File: config.mk
export PLATFORM = sky130hd
export DESIGN_NAME = ril_interlock
export DESIGN_NICKNAME = d
export VERILOG_FILES = /design/src/logic/ril_pkg.sv /design/src/logic/ril_press_timer.sv /design/src/logic/ril_interlock.sv
export VERILOG_INCLUDE_DIRS = /design/src /design/src/logic
export SDC_FILE = /design/constraint.sdc
export NUM_CORES = 1
export LEC_CHECK = 0
export ABC_AREA = 1
export ABC_CLOCK_PERIOD_IN_PS = 1900
export CAP_MARGIN = 10
export CORE_ASPECT_RATIO = 1.25
export CORE_UTILIZATION = 57
export DETAILED_ROUTE_END_ITERATION = 8
export DONT_BUFFER_PORTS = 1
export GPL_TIMING_DRIVEN = 0
export PLACE_DENSITY = 0.73
export SLEW_MARGIN = 5
export SYNTH_ARGS = -nofsm -noshare
export SYNTH_HDL_FRONTEND = slang
export SYNTH_SLANG_ARGS = --single-unit
export TNS_END_PERCENT = 50
File: constraint.sdc
create_clock -name aclk -period 1.9 [get_ports aclk]
set_clock_uncertainty 0.05 [all_clocks]
set_input_delay 0 -clock aclk [delete_from_list [all_inputs] [get_ports aclk]]
set_output_delay 0 -clock aclk [all_outputs]
set_load 0.1 [all_outputs]
File: src/logic/ril_cfg.svh
// Constants of the restart interlock and acknowledge logic: times, offsets, fields, resets.
`ifndef RIL_CFG_SVH
`define RIL_CFG_SVH

// ----------------------------------------------------------------------
// Clock and times
// ----------------------------------------------------------------------
`define RIL_CLK_KHZ          40'h000003D090
`define RIL_CLK_MHZ          16'h00FA
`define RIL_ACK_MIN_MS       40'h0000000096
`define RIL_ACK_MAX_MS       40'h0000000FA0
`define RIL_SHORT_MS         40'h0000007530
`define RIL_DEBOUNCE_MS      40'h000000000A
`define RIL_SELFTEST_MS      40'h0000000064
`define RIL_PULSE_PERIOD_MS  40'h0000000001
`define RIL_PULSE_LEN_US     16'h0001
`define RIL_PULSE_GUARD_CYC  16'h0008
`define RIL_DETECT_CYC       40'h0000000040

// ----------------------------------------------------------------------
// Register offsets, fields and reset values
// ----------------------------------------------------------------------
`define RIL_OFS_CTRL         12'h000
`define RIL_OFS_STATUS       12'h004
`define RIL_OFS_IRQ_STATUS   12'h008
`define RIL_OFS_IRQ_CLEAR    12'h00C
`define RIL_OFS_IRQ_ENABLE   12'h010
`define RIL_CTRL_INTERLOCK_BIT 0
`define RIL_CTRL_RESET       1'h1
`define RIL_IRQ_ENABLE_RESET 4'h0
`define RIL_RESP_NONE        2'h0
`define RIL_RESP_100MS       2'h1
`define RIL_RESP_50MS        2'h2
`define RIL_AXI_OKAY         2'h0
`define RIL_AXI_SLVERR       2'h2

`endif

File: src/logic/ril_pkg.sv
// Types shared by the restart interlock and acknowledge logic.
package ril_pkg;

	typedef enum logic [2:0] {
		ST_SELFTEST = 3'b000,
		ST_DRIVE_HI = 3'b001,
		ST_DRIVE_LO = 3'b010,
		ST_LOCKED   = 3'b011,
		ST_ON       = 3'b100,
		ST_FAULT    = 3'b101
	} ril_state_t;

	typedef enum logic [2:0] {
		MODE_NONE    = 3'b000,
		MODE_RED_C2  = 3'b001,
		MODE_STD_C2  = 3'b010,
		MODE_FAST_C2 = 3'b011,
		MODE_RED_C1  = 3'b100,
		MODE_STD_C1  = 3'b101,
		MODE_FAST_C1 = 3'b110
	} ril_mode_t;

	typedef struct packed {
		logic supply_first;
		logic third;
		logic second;
		logic first;
	} ril_ctl_t;

	typedef struct packed {
		logic short_circuit;
		logic ignored;
		logic valid;
	} ril_press_t;

	typedef struct packed {
		logic short_circuit;
		logic ignored;
		logic valid;
		logic locked;
	} ril_irq_t;

endpackage

File: src/logic/ril_press_timer.sv
// Acknowledge input synchroniser, debouncer and press duration timer.
`timescale 1ns/1ns
`include "ril_cfg.svh"
module ril_press_timer #(
	parameter logic [39:0] DEB_CYC   = 40'h0000000010,
	parameter logic [39:0] MIN_CYC   = 40'h0000000100,
	parameter logic [39:0] MAX_CYC   = 40'h0000001000,
	parameter logic [39:0] SHORT_CYC = 40'h0000008000
) (
	input  wire logic          aclk,
	input  wire logic          aresetn,
	input  wire logic          pin_i,
	input  wire logic          mask,
	input  wire logic          arm,
	output ril_pkg::ril_press_t press
);
	import ril_pkg::*;

	// ----------------------------------------------------------------------
	// Synchroniser and debounce
	// ----------------------------------------------------------------------
	logic [2:0]  sh;
	logic        lvl;
	logic        stable;
	logic [39:0] deb_cnt;
	logic [39:0] dur;
	logic        deb_hit;
	logic        fall;
	logic        dur_ok;
	logic        dur_long;

	// Samples taken while our own test pulse is on the pin are not the button.
	always_ff @(posedge aclk) begin
		if (!aresetn) begin
			sh  <= 3'h0;
			lvl <= 1'b0;
		end else begin
			sh <= {sh[1:0], pin_i};
			if (sh[1] == sh[2] && !mask) begin
				lvl <= sh[2];
			end
		end
	end

	assign deb_hit  = (lvl != stable) && (deb_cnt >= DEB_CYC - 40'h1);
	assign fall     = deb_hit && stable;
	assign dur_ok   = (dur >= MIN_CYC) && (dur < MAX_CYC);
	assign dur_long = (dur >= MAX_CYC) && (dur < SHORT_CYC);

	always_ff @(posedge aclk) begin
		if (!aresetn || !arm) begin
			stable  <= 1'b0;
			deb_cnt <= 40'h0;
		end else if (lvl == stable || deb_hit) begin
			stable  <= deb_hit ? lvl : stable;
			deb_cnt <= 40'h0;
		end else begin
			deb_cnt <= deb_cnt + 40'h1;
		end
	end

	// ----------------------------------------------------------------------
	// Press duration
	// ----------------------------------------------------------------------
	// The count saturates at the short circuit threshold so it never wraps.
	always_ff @(posedge aclk) begin
		if (!aresetn || !arm || !stable) begin
			dur <= 40'h0;
		end else if (dur != SHORT_CYC) begin
			dur <= dur + 40'h1;
		end
	end

	always_ff @(posedge aclk) begin
		if (!aresetn || !arm) begin
			press <= '0;
		end else begin
			press.valid         <= fall && dur_ok;
			press.ignored       <= fall && dur_long;
			press.short_circuit <= stable && (dur == SHORT_CYC - 40'h1);
		end
	end

endmodule

File: src/logic/ril_interlock.sv
// Start/restart interlock, acknowledge button and mode selection with an AXI4-Lite slave.
//
// Behaviour
// - Pin bridged to second input, first supply positive: standard, 100 ms, channel 1.
// - Pin bridged to first input, first supply positive: fast, under 50 ms, channel 1.
// - Self test completes first; only then the response time is shown.
// - Red locked indicator lit while restart locked and both safety outputs off.
// - Yellow ready indicator lit when field clear and interlock active.
// - Press and release within 0.15 s to 4 s switches outputs on.
// - Press held 4 s up to under 30 s is discarded; interlock stays locked.
// - Press held 30 s is a short to supply; enter fault interlock state.
// - Multifunction pin is clocked; own pulses are not read as the button.
// - Valid press unlocks, or triggers gating restart or override, by lock cause.
// - After a gating error, manual trigger works even with beams interrupted.
// - Gating restart or override needs the gating control input held.
// - Interrupted synchronization beams select override, else gating restart.
// - Multifunction pin selects function, reads the button and outputs a signal.
`timescale 1ns/1ns
`include "ril_cfg.svh"
module ril_interlock #(
	parameter logic [39:0] ACK_MIN_CYC      = `RIL_ACK_MIN_MS * `RIL_CLK_KHZ,
	parameter logic [39:0] ACK_MAX_CYC      = `RIL_ACK_MAX_MS * `RIL_CLK_KHZ,
	parameter logic [39:0] SHORT_CYC        = `RIL_SHORT_MS * `RIL_CLK_KHZ,
	parameter logic [39:0] DEBOUNCE_CYC     = `RIL_DEBOUNCE_MS * `RIL_CLK_KHZ,
	parameter logic [39:0] SELFTEST_CYC     = `RIL_SELFTEST_MS * `RIL_CLK_KHZ,
	parameter logic [39:0] PULSE_PERIOD_CYC = `RIL_PULSE_PERIOD_MS * `RIL_CLK_KHZ
) (
	input  wire logic          aclk,
	input  wire logic          aresetn,
	input  wire logic [11:0]   s_axi_awaddr,
	input  wire logic          s_axi_awvalid,
	output logic               s_axi_awready,
	input  wire logic [31:0]   s_axi_wdata,
	input  wire logic [3:0]    s_axi_wstrb,
	input  wire logic          s_axi_wvalid,
	output logic               s_axi_wready,
	output logic [1:0]         s_axi_bresp,
	output logic               s_axi_bvalid,
	input  wire logic          s_axi_bready,
	input  wire logic [11:0]   s_axi_araddr,
	input  wire logic          s_axi_arvalid,
	output logic               s_axi_arready,
	output logic [31:0]        s_axi_rdata,
	output logic [1:0]         s_axi_rresp,
	output logic               s_axi_rvalid,
	input  wire logic          s_axi_rready,
	input  wire logic          multifunction_io_pin_i,
	output logic               multifunction_io_pin_o,
	output logic               multifunction_io_pin_oe,
	input  wire logic          control_input_first,
	input  wire logic          control_input_second,
	input  wire logic          control_input_third,
	input  wire logic          supply_pin_first,
	input  wire logic          field_clear,
	input  wire logic          sync_beams_interrupted,
	input  wire logic          gating_error,
	output logic               safety_output_one,
	output logic               safety_output_two,
	output logic               locked_indicator,
	output logic               ready_indicator,
	output logic               display_valid,
	output logic [1:0]         display_resp_code,
	output ril_pkg::ril_mode_t op_mode,
	output logic               gating_restart_req,
	output logic               override_req,
	output logic               irq
);
	import ril_pkg::*;

	localparam logic [39:0] PULSE_LEN = 40'(`RIL_PULSE_LEN_US * `RIL_CLK_MHZ);
	localparam logic [39:0] PULSE_MASK = PULSE_LEN + 40'(`RIL_PULSE_GUARD_CYC);

	// ----------------------------------------------------------------------
	// Pin synchronisers
	// ----------------------------------------------------------------------
	logic [3:0] pin_raw;
	logic [3:0] pin_lvl;
	ril_ctl_t   ctl;

	assign pin_raw = {supply_pin_first, control_input_third, control_input_second,
		control_input_first};

	genvar gi;
	generate
		for (gi = 0; gi < 4; gi++) begin : g_sync
			logic [2:0] sh;
			logic       lvl;
			always_ff @(posedge aclk) begin
				if (!aresetn) begin
					sh  <= 3'h0;
					lvl <= 1'b0;
				end else begin
					sh <= {sh[1:0], pin_raw[gi]};
					if (sh[1] == sh[2]) begin
						lvl <= sh[2];
					end
				end
			end
			assign pin_lvl[gi] = lvl;
		end
	endgenerate

	assign ctl = ril_ctl_t'(pin_lvl);

	// ----------------------------------------------------------------------
	// Register file decode
	// ----------------------------------------------------------------------
	logic        aw_hold;
	logic        w_hold;
	logic [11:0] aw_addr;
	logic [31:0] w_data;
	logic [3:0]  w_strb;
	logic        interlock_en;
	ril_irq_t    irq_status;
	ril_irq_t    irq_enable;
	ril_irq_t    irq_event;
	ril_state_t  state;
	ril_state_t  next_state;
	ril_mode_t   mode;
	ril_mode_t   next_mode;

	logic        wr_fire;
	logic        wr_ctrl;
	logic        wr_clear;
	logic        wr_enable;
	logic        wr_hit;
	logic        rd_hit;
	logic [31:0] rd_val;
	logic [31:0] status_word;

	assign wr_fire   = aw_hold && w_hold && !s_axi_bvalid;
	assign wr_ctrl   = wr_fire && aw_addr[11:2] == `RIL_OFS_CTRL >> 2;
	assign wr_clear  = wr_fire && aw_addr[11:2] == `RIL_OFS_IRQ_CLEAR >> 2;
	assign wr_enable = wr_fire && aw_addr[11:2] == `RIL_OFS_IRQ_ENABLE >> 2;
	assign wr_hit    = wr_ctrl || wr_clear || wr_enable ||
		aw_addr[11:2] == `RIL_OFS_STATUS >> 2 || aw_addr[11:2] == `RIL_OFS_IRQ_STATUS >> 2;

	assign status_word = {20'h00000, ready_indicator, locked_indicator, safety_output_one,
		display_valid, 1'b0, op_mode, 1'b0, state};
	assign rd_hit = s_axi_araddr[11:2] <= `RIL_OFS_IRQ_ENABLE >> 2;
	assign rd_val =
		(s_axi_araddr[11:2] == `RIL_OFS_CTRL >> 2)       ? {31'h00000000, interlock_en} :
		(s_axi_araddr[11:2] == `RIL_OFS_STATUS >> 2)     ? status_word :
		(s_axi_araddr[11:2] == `RIL_OFS_IRQ_STATUS >> 2) ? {28'h0000000, irq_status} :
		(s_axi_araddr[11:2] == `RIL_OFS_IRQ_ENABLE >> 2) ? {28'h0000000, irq_enable} :
		32'h00000000;

	// ----------------------------------------------------------------------
	// AXI4-Lite slave
	// ----------------------------------------------------------------------
	// One write and one read are held at a time; ready drops until the answer is taken.
	always_ff @(posedge aclk) begin
		if (!aresetn) begin
			s_axi_awready <= 1'b1;
			s_axi_wready  <= 1'b1;
			s_axi_bvalid  <= 1'b0;
			s_axi_bresp   <= `RIL_AXI_OKAY;
			aw_hold       <= 1'b0;
			w_hold        <= 1'b0;
			aw_addr       <= 12'h000;
			w_data        <= 32'h00000000;
			w_strb        <= 4'h0;
		end else begin
			if (s_axi_awvalid && s_axi_awready) begin
				aw_hold       <= 1'b1;
				aw_addr       <= s_axi_awaddr;
				s_axi_awready <= 1'b0;
			end
			if (s_axi_wvalid && s_axi_wready) begin
				w_hold       <= 1'b1;
				w_data       <= s_axi_wdata;
				w_strb       <= s_axi_wstrb;
				s_axi_wready <= 1'b0;
			end
			if (wr_fire) begin
				aw_hold      <= 1'b0;
				w_hold       <= 1'b0;
				s_axi_bvalid <= 1'b1;
				s_axi_bresp  <= wr_hit ? `RIL_AXI_OKAY : `RIL_AXI_SLVERR;
			end
			if (s_axi_bvalid && s_axi_bready) begin
				s_axi_bvalid  <= 1'b0;
				s_axi_awready <= 1'b1;
				s_axi_wready  <= 1'b1;
			end
		end
	end

	always_ff @(posedge aclk) begin
		if (!aresetn) begin
			s_axi_arready <= 1'b1;
			s_axi_rvalid  <= 1'b0;
			s_axi_rdata   <= 32'h00000000;
			s_axi_rresp   <= `RIL_AXI_OKAY;
		end else if (s_axi_arvalid && s_axi_arready) begin
			s_axi_arready <= 1'b0;
			s_axi_rvalid  <= 1'b1;
			s_axi_rdata   <= rd_val;
			s_axi_rresp   <= rd_hit ? `RIL_AXI_OKAY : `RIL_AXI_SLVERR;
		end else if (s_axi_rvalid && s_axi_rready) begin
			s_axi_rvalid  <= 1'b0;
			s_axi_arready <= 1'b1;
		end
	end

	// A status bit set by an event in the same cycle as its clear stays set.
	always_ff @(posedge aclk) begin
		if (!aresetn) begin
			interlock_en <= `RIL_CTRL_RESET;
			irq_enable   <= `RIL_IRQ_ENABLE_RESET;
			irq_status   <= '0;
			irq          <= 1'b0;
		end else begin
			if (wr_ctrl && w_strb[0]) begin
				interlock_en <= w_data[`RIL_CTRL_INTERLOCK_BIT];
			end
			if (wr_enable && w_strb[0]) begin
				irq_enable <= ril_irq_t'(w_data[3:0]);
			end
			irq_status <= (irq_status & ~((wr_clear && w_strb[0]) ? w_data[3:0] : 4'h0))
				| irq_event;
			irq <= |(irq_status & irq_enable);
		end
	end

	// ----------------------------------------------------------------------
	// Multifunction pin and acknowledge timing
	// ----------------------------------------------------------------------
	// The test pulse drives low against a pressed button; the driver must be current limited.
	logic [39:0] pulse_cnt;
	logic        pulse_on;
	logic        pulse_mask;
	logic        arm;
	ril_press_t  press;

	assign pulse_on   = (state == ST_LOCKED || state == ST_ON) && pulse_cnt < PULSE_LEN;
	assign pulse_mask = pulse_cnt < PULSE_MASK;
	assign arm        = state == ST_LOCKED || state == ST_ON;

	always_ff @(posedge aclk) begin
		if (!aresetn || pulse_cnt >= PULSE_PERIOD_CYC - 40'h1) begin
			pulse_cnt <= 40'h0;
		end else begin
			pulse_cnt <= pulse_cnt + 40'h1;
		end
	end

	always_ff @(posedge aclk) begin
		if (!aresetn) begin
			multifunction_io_pin_o  <= 1'b0;
			multifunction_io_pin_oe <= 1'b0;
		end else begin
			multifunction_io_pin_o  <= next_state == ST_DRIVE_HI;
			multifunction_io_pin_oe <= next_state == ST_DRIVE_HI || next_state == ST_DRIVE_LO
				|| pulse_on;
		end
	end

	ril_press_timer #(
		.DEB_CYC   (DEBOUNCE_CYC),
		.MIN_CYC   (ACK_MIN_CYC),
		.MAX_CYC   (ACK_MAX_CYC),
		.SHORT_CYC (SHORT_CYC)
	) u_press (
		.aclk    (aclk),
		.aresetn (aresetn),
		.pin_i   (multifunction_io_pin_i),
		.mask    (pulse_mask),
		.arm     (arm),
		.press   (press)
	);

	// ----------------------------------------------------------------------
	// Mode detection and interlock state machine
	// ----------------------------------------------------------------------
	logic [39:0] phase_cnt;
	logic [2:0]  det_hi;
	logic [2:0]  bridge;
	logic        phase_done;
	logic        cause_gating;
	logic        gating_ctl;
	logic        manual_ok;
	logic        unlock_ok;

	assign phase_done = (state == ST_SELFTEST) ? phase_cnt >= SELFTEST_CYC - 40'h1 :
		phase_cnt >= `RIL_DETECT_CYC - 40'h1;
	assign bridge     = det_hi & ~{ctl.third, ctl.second, ctl.first};
	assign next_mode  = bridge[1] ? (ctl.supply_first ? MODE_STD_C1 : MODE_STD_C2) :
		bridge[0] ? (ctl.supply_first ? MODE_FAST_C1 : MODE_FAST_C2) :
		bridge[2] ? (ctl.supply_first ? MODE_RED_C1 : MODE_RED_C2) : MODE_NONE;
	assign gating_ctl = (mode == MODE_FAST_C1 || mode == MODE_FAST_C2) ? ctl.second : ctl.first;
	assign manual_ok  = press.valid && cause_gating && gating_ctl;
	assign unlock_ok  = (press.valid && !cause_gating && field_clear) ||
		(!interlock_en && !cause_gating && field_clear);

	// The clear field input is expected to already mask beams that gating bridges.
	always_comb begin
		next_state = state;
		unique case (state)
			ST_SELFTEST: if (phase_done) next_state = ST_DRIVE_HI;
			ST_DRIVE_HI: if (phase_done) next_state = ST_DRIVE_LO;
			ST_DRIVE_LO: if (phase_done) next_state = (next_mode == MODE_NONE) ? ST_FAULT : ST_LOCKED;
			ST_LOCKED: begin
				if (press.short_circuit) next_state = ST_FAULT;
				else if (manual_ok || unlock_ok) next_state = ST_ON;
			end
			ST_ON: begin
				if (press.short_circuit) next_state = ST_FAULT;
				else if (!field_clear || gating_error) next_state = ST_LOCKED;
			end
			ST_FAULT: next_state = ST_FAULT;
			default: next_state = ST_FAULT;
		endcase
	end

	assign irq_event = '{short_circuit: press.short_circuit, ignored: press.ignored,
		valid: press.valid, locked: state == ST_ON && next_state == ST_LOCKED};

	always_ff @(posedge aclk) begin
		if (!aresetn) begin
			state        <= ST_SELFTEST;
			phase_cnt    <= 40'h0;
			det_hi       <= 3'h0;
			mode         <= MODE_NONE;
			cause_gating <= 1'b0;
		end else begin
			state     <= next_state;
			phase_cnt <= (next_state != state) ? 40'h0 : phase_cnt + 40'h1;
			if (state == ST_DRIVE_HI && phase_done) det_hi <= {ctl.third, ctl.second, ctl.first};
			if (state == ST_DRIVE_LO && phase_done) mode <= next_mode;
			if (state == ST_LOCKED && next_state == ST_ON) cause_gating <= 1'b0;
			else if (gating_error) cause_gating <= 1'b1;
		end
	end

	// ----------------------------------------------------------------------
	// Outputs
	// ----------------------------------------------------------------------
	always_ff @(posedge aclk) begin
		if (!aresetn) begin
			safety_output_one  <= 1'b0;
			safety_output_two  <= 1'b0;
			locked_indicator   <= 1'b0;
			ready_indicator    <= 1'b0;
			display_valid      <= 1'b0;
			display_resp_code  <= `RIL_RESP_NONE;
			op_mode            <= MODE_NONE;
			gating_restart_req <= 1'b0;
			override_req       <= 1'b0;
		end else begin
			safety_output_one  <= next_state == ST_ON;
			safety_output_two  <= next_state == ST_ON;
			locked_indicator   <= next_state == ST_LOCKED || next_state == ST_FAULT;
			ready_indicator    <= next_state == ST_LOCKED && field_clear && interlock_en;
			display_valid      <= next_state == ST_LOCKED || next_state == ST_ON;
			if (state == ST_DRIVE_LO && phase_done) begin
				op_mode           <= next_mode;
				display_resp_code <= (next_mode == MODE_FAST_C1 || next_mode == MODE_FAST_C2)
					? `RIL_RESP_50MS : `RIL_RESP_100MS;
			end
			gating_restart_req <= state == ST_LOCKED && manual_ok && !sync_beams_interrupted;
			override_req       <= state == ST_LOCKED && manual_ok && sync_beams_interrupted;
		end
	end

endmodule

## Word-level counts from Yosys, hierarchy flattened

Cells that the tools add are included.
Widths: inputs -> output; s select.

- Bits in registers: 274
- Input bits: 75
- Output and inout bits: 56
- Word-level logic and storage cells: 211

- $add $sub $neg: 4
- Magnitude comparators: 11
- Equal/unequal tests: 30
- Mux-type cells: 29
- Bitwise operators: 7
- Reductions and logical operators: 76

Operators with widths:

| operator | number |
|---|---|
| $add 40x1->40 const B | 4 |
| $mux 3 | 14 |
| $eq 40x33->1 const B | 1 |
| $ge 40x18->1 const B | 1 |
| $ge 40x22->1 const B | 1 |
| $ge 40x25->1 const B | 1 |
| $ge 40x26->1 const B | 1 |
| $ge 40x30->1 const B | 1 |
| $ge 40x6->1 const B | 1 |
| $lt 40x30->1 const B | 1 |
| $lt 40x33->1 const B | 1 |
| $lt 40x8->1 const B | 1 |
| $lt 40x9->1 const B | 1 |
| $ne 40x33->1 const B | 1 |
| $logic_and 1x1->1 | 37 |
| $eq 10x2->1 const B | 3 |
| $mux 12 | 2 |
| $eq 10x1->1 const B | 2 |
| $eq 10x3->1 const B | 2 |
| $logic_not 10->1 | 2 |
| $eq 3x2->1 const B | 6 |
| $logic_or 1x1->1 | 18 |
| $eq 3x3->1 const B | 5 |
| $pmux 3 s5 | 1 |
| 20 further kinds | 49 |

## Longest topological paths before layout

- Word-level depth: 12
- Gate-level depth with buffers: 20
- Mapped depth without buffers: 19

## Cells and area by module

Synthesis repeated with hierarchy kept, for this count alone.

- Cells, all modules: 1,608
- Area total of the unflattened synthesis: 11,609.9 um^2

By module, submodules not included:

| module | instances | cells each | area an instance (um^2) | sequential area each (um^2) |
|---|---|---|---|---|
| ril_interlock | 1 | 924 | 7,035.5 | 3,223.1 |
| ril_press_timer | 1 | 684 | 4,574.4 | 1,761.7 |

## Least setup slack after synthesis

OpenSTA, ideal clock, no wires.

- Kind: register to register
- From: register, netlist name op_mode[0]
- To: register phase_cnt[15]
- Library setup time: 0.062 ns
- Arrival time: 2.400 ns
- Data required time: 1.788 ns
- Setup slack: -0.612 ns
- Stages on the path, launching flop included: 18
- Path buffers: 1
- Clock period less this slack: 2.512 ns
- Path through: dfxtp_1 inv_1 nand2_1 nand3_1 nand2_1 nand3b_1 nand3_1 nand2_1 o21ai_0 inv_1 o21ai_1 nand3_1 nand2_1 nand2_1 inv_2 nand2_2 buf_6 nor2_2

RTL lines:

| what | RTL line | text |
|---|---|---|
| to (signal assigned) | ril_interlock.sv:328 | `phase_cnt <= (next_state != state) ? 40'h0 : phase_cnt + 40'h1;` |
| to (decl) | ril_interlock.sv:276 | `logic [39:0] phase_cnt;` |

==> flow_summary.json <==
{
  "status": "finished with violations",
  "failed_checks": "negative setup slack",
  "std_cell_rows": 57,
  "grt_pass1_vias": 9922,
  "worstMarginPinSlew_ns": 1.02,
  "synth_area_leaders": "dfxtp_1 44%, nand2_1 7.3%, inv_1 6.9%, nor2_1 6.8%, a21oi_1 4.0%",
  "ys_types": 55,
  "arrival_ns": 2.77,
  "ant_nets": 0,
  "place.gp.congestion": 0.886,
  "max_freq_ghz": 0.424,
  "timing.hold.ws_ns": 0.0754,
  "design.die.area_um2": 20400,
  "htree_num_levels": 1,
  "clk_pin_slew_ns": 0.07,
  "finalNonFillerCells": 2002,
  "io_pins": 131,
  "first_pass_iters": 5,
  "fin_nets": 1798,
  "critPathKind": "register to register",
  "die_w_um": 128,
  "netlist.area_leader.share_pct": 44.2,
  "worstSetupEndpointType": "register",
  "path_delay_family": "simple AND/OR/NAND/NOR gates",
  "numCtsBuffers": 25,
  "synth-edff-count": 0,
  "clock-sinks": 249,
  "dr_wl_met2_um": 14900,
  "syn2layout_area_growth_pct": 33.3,
  "drv_slew": 0,
  "r2r_setup_slack_ns": -0.46,
  "dr_wl_met3_um": 1350,
  "synth-async-reset-ratio_pct": 0,
  "relSlewSlack_pct": 32.1,
  "setup_viol": 54,
  "core_um2": 19400,
  "grtUsageTotal_pct": 25.7,
  "fin_crit_ns": 2.36,
  "start_util_pct": 58.2,
  "yosys_warnings": 0,
  "preCtsSetupSlack_ns": -0.397,
  "start_kind": "register",
  "rsz0062_at_grt": "true",
  "tritoncts": "built",
  "crit_slowest_cell": "dfxtp_4",
  "period_share_pct": 124,
  "p_per_area_nw_per_um2": 777,
  "n_fill_cell": 1332,
  "cp.required_ns": 2.31,
  "reg2reg_from": "op_mode[0]$_SDFFE_PN0P_",
  "setup_ws_ns": -0.459,
  "p_leak_nw": 6.05,
  "hold_end": "u_press.sh[0]$_SDFF_PN0_",
  "synth.yosys.seq_area_share_pct": 44.2,
  "min_from": "multifunction_io_pin_i",
  "cts-root-buf": "clkbuf_16",
  "overflow": 0,
  "grt_pass1_wl_um": 43900,
  "drt_iter0_drc": 590,
  "clk_latency_ns": 0.52,
  "maxCapViolCount": 0,
  "vias": 10494,
  "die_h_um": 159,
  "worstHoldPathType": "primary input to register",
  "port_buffers": 0,
  "reg2regPathDepth": 17,
  "critPathMaxStageDelay_ns": 0.58,
  "wire_per_inst_um": 14.2,
  "synth_top_area_cell": "dfxtp_1",
  "n_antenna_cell": 0,
  "worstHoldPathCells": 3,
  "fin_setup_tns_ns": -19.94,
  "drt_wl_total_um": 28300,
  "hold_viol": 0,
  "worstPathMaxFanout": 8,
  "synth.cell_area_um2": 11300,
  "hpwl_um": 17200,
  "top_layer": "met4",
  "worst-path-buf-inv": 3,
  "antenna_found_initial": 0,
  "ir_worst_vdd_mv": 0.791,
  "drive_above_1_share_pct": 24.8,
  "vias_per_cell": 5.24,
  "wl_met1_um": 11200,
  "regArea_um2": 5070,
  "place_inst": 1834,
  "drc": 0,
  "multi_input_area_um2": 6290,
  "r2r-end": "phase_cnt[26]$_SDFF_PP0_",
  "cpMostUsedCell": "nand2_1",
  "clockBufferDepth": 3,
  "grt_max_degree": 16,
  "synthCells": 1507,
  "path_cells": "inv_4, nand2_2, nand3_2, nand2_1, nand3b_1, nand3_1, nand2_1, nand2_1, nand2_2, nor2_2, nand4_1, nand2_1, nand2_1, inv_2, nand2_8, clkbuf_16, nor2_2",
  "synth_ff_type": "dfxtp_1",
  "synth.avg_cell_area_um2": 7.49,
  "synth_seq_cells": 249
}
[metal layers]
metal / up-vias / track usage, %
met1: 4896 / 29.1
li1: 5223 / -
met4: 0 / 9.52
met3: 84 / 3.80
met5: - / 0
met2: 291 / 47.9
[how the worst max path moves through the flow]
stage	start	to	slack (ns)	depth (start not counted)
floorplan	u_press.dur[1]$_SDFFE_PP0N_	u_press.dur[34]$_SDFFE_PP0N_	-0.08	16
global placement	u_press.dur[1]$_SDFFE_PP0N_	u_press.dur[34]$_SDFFE_PP0N_	-0.34	16
detailed placement	u_press.dur[1]$_SDFFE_PP0N_	u_press.dur[34]$_SDFFE_PP0N_	-0.40	16
CTS	op_mode[2]$_SDFFE_PN0P_	phase_cnt[16]$_SDFF_PP0_	-0.26	17
global route	op_mode[2]$_SDFFE_PN0P_	phase_cnt[14]$_SDFF_PP0_	-0.55	17
finish	op_mode[0]$_SDFFE_PN0P_	phase_cnt[26]$_SDFF_PP0_	-0.46	17
[flip-flops by register name, summed over array words and instances, names as in the netlist, 2 cells and up]
register,cells
u_press.sh,3
aw_addr,10
u_press.press,3
s_axi_rdata,11
phase_cnt,40
g_sync.lvl,4
u_press.dur,40
state,3
pulse_cnt,40
irq_status,4
u_press.deb_cnt,40
w_data,4
g_sync.sh,12
display_resp_code,2
det_hi,3
irq_enable,4
op_mode,3
[logic make-up after synthesis]
| family | count (synthesis) | synth area share, % |
|---|---|---|
| AO/OA/AOI/OAI | 209 | 10.2 |
| adder cells (fa/ha/maj) | 5 | 0.554 |
| other | 1 | 0.0332 |
| AND/OR/NAND/NOR | 720 | 30.9 |
| flip-flops | 249 | 44.2 |
| XOR/XNOR | 51 | 3.96 |
| buffers and inverters | 272 | 10.2 |
[report_power, final]
| part | switching, W | internal, W |
|---|---|---|
| clock network | 0.00208 | 0.00341 |
| logic | 0.000438 | 0.000205 |
| registers | 0.000221 | 0.00532 |
[final cells by class]
type,instances,share of cell area [%]
multi-input cells,1048,41.9
flip-flops and latches,249,33.7
repair buffers,123,7.81
inverters,220,5.57
clock buffers,31,4.58
plain buffers,51,2.61
well taps,265,2.20
clock inverters,15,1.62
[worst reg2reg max path: stages, from the launching register on]
cell,delay [ns]
dfxtp_4,0.58
inv_4,0.07
nand2_2,0.08
nand3_2,0.05
nand2_1,0.07
nand3b_1,0.16
nand3_1,0.13
nand2_1,0.07
nand2_1,0.09
nand2_2,0.08
nor2_2,0.14
nand4_1,0.10
nand2_1,0.08
nand2_1,0.06
inv_2,0.09
nand2_8,0.13
clkbuf_16,0.21
nor2_2,0.07
[Yosys cell counts (all sizes together), types with 2 or more instances]
| cell type | n |
|---|---|
| clkbuf | 15 |
| buf | 37 |
| nand4 | 32 |
| xnor2 | 11 |
| nor4b | 2 |
| a41oi | 2 |
| a22oi | 2 |
| dfxtp | 249 |
| o211ai | 5 |
| o21ai | 80 |
| a31oi | 5 |
| a21oi | 91 |
| nor4 | 29 |
| xor2 | 40 |
| o21bai | 2 |
| o2111ai | 2 |
| nor3 | 58 |
| or2 | 2 |
| inv | 220 |
| o21a | 5 |
| and3 | 2 |
| nand2 | 228 |
| nand3 | 88 |
| nand3b | 5 |
| nor2 | 264 |
| ha | 5 |
| a211oi | 7 |
| nor3b | 9 |
[what timing repair did]
| action | CTS | global route |
|---|---|---|
| endpoints found under the hold margin | 90 | 0 |
| resized for setup | 106 | 198 |
| setup endpoints to repair | 144 | 155 |
| hold buffers | 40 | 0 |
| gates cloned | 1 | 4 |
| pin swaps | 36 | 54 |
| buffers inserted | 43 | 46 |
[cell usage in the layout (no fill, tap or decap), types with 18 or more instances in the layout]
master and n:
dfxtp_2 23, nand3_1 62, nor3_1 41, nand2_2 26, dlygate4sd3_1 38, nand2_1 189
o21ai_0 64, conb_1 63, nor4_1 20, nand3_2 19, buf_4 89, nor2_1 176
clkbuf_16 30, inv_1 200, nand4_1 28, dfxtp_1 210, nor2_4 58, a21oi_1 88
xor2_1 40, buf_6 18, nor2_2 30
[metrics by stage]
| stage | util [%] | power (W) | area, um^2 |
|---|---|---|---|
| 2_1_floorplan | - | 0.00610 | 11600 |
| 3_3_place_gp | 61.4 | 0.00616 | 11900 |
| 3_5_place_dp | 61.4 | 0.00617 | 11900 |
| 4_1_cts | 71.9 | 0.0117 | 13900 |
| 5_1_grt | 77.5 | 0.0121 | 15000 |
| 6_report | 77.5 | 0.0117 | 15000 |
Power figures use the tool's default switching activity.
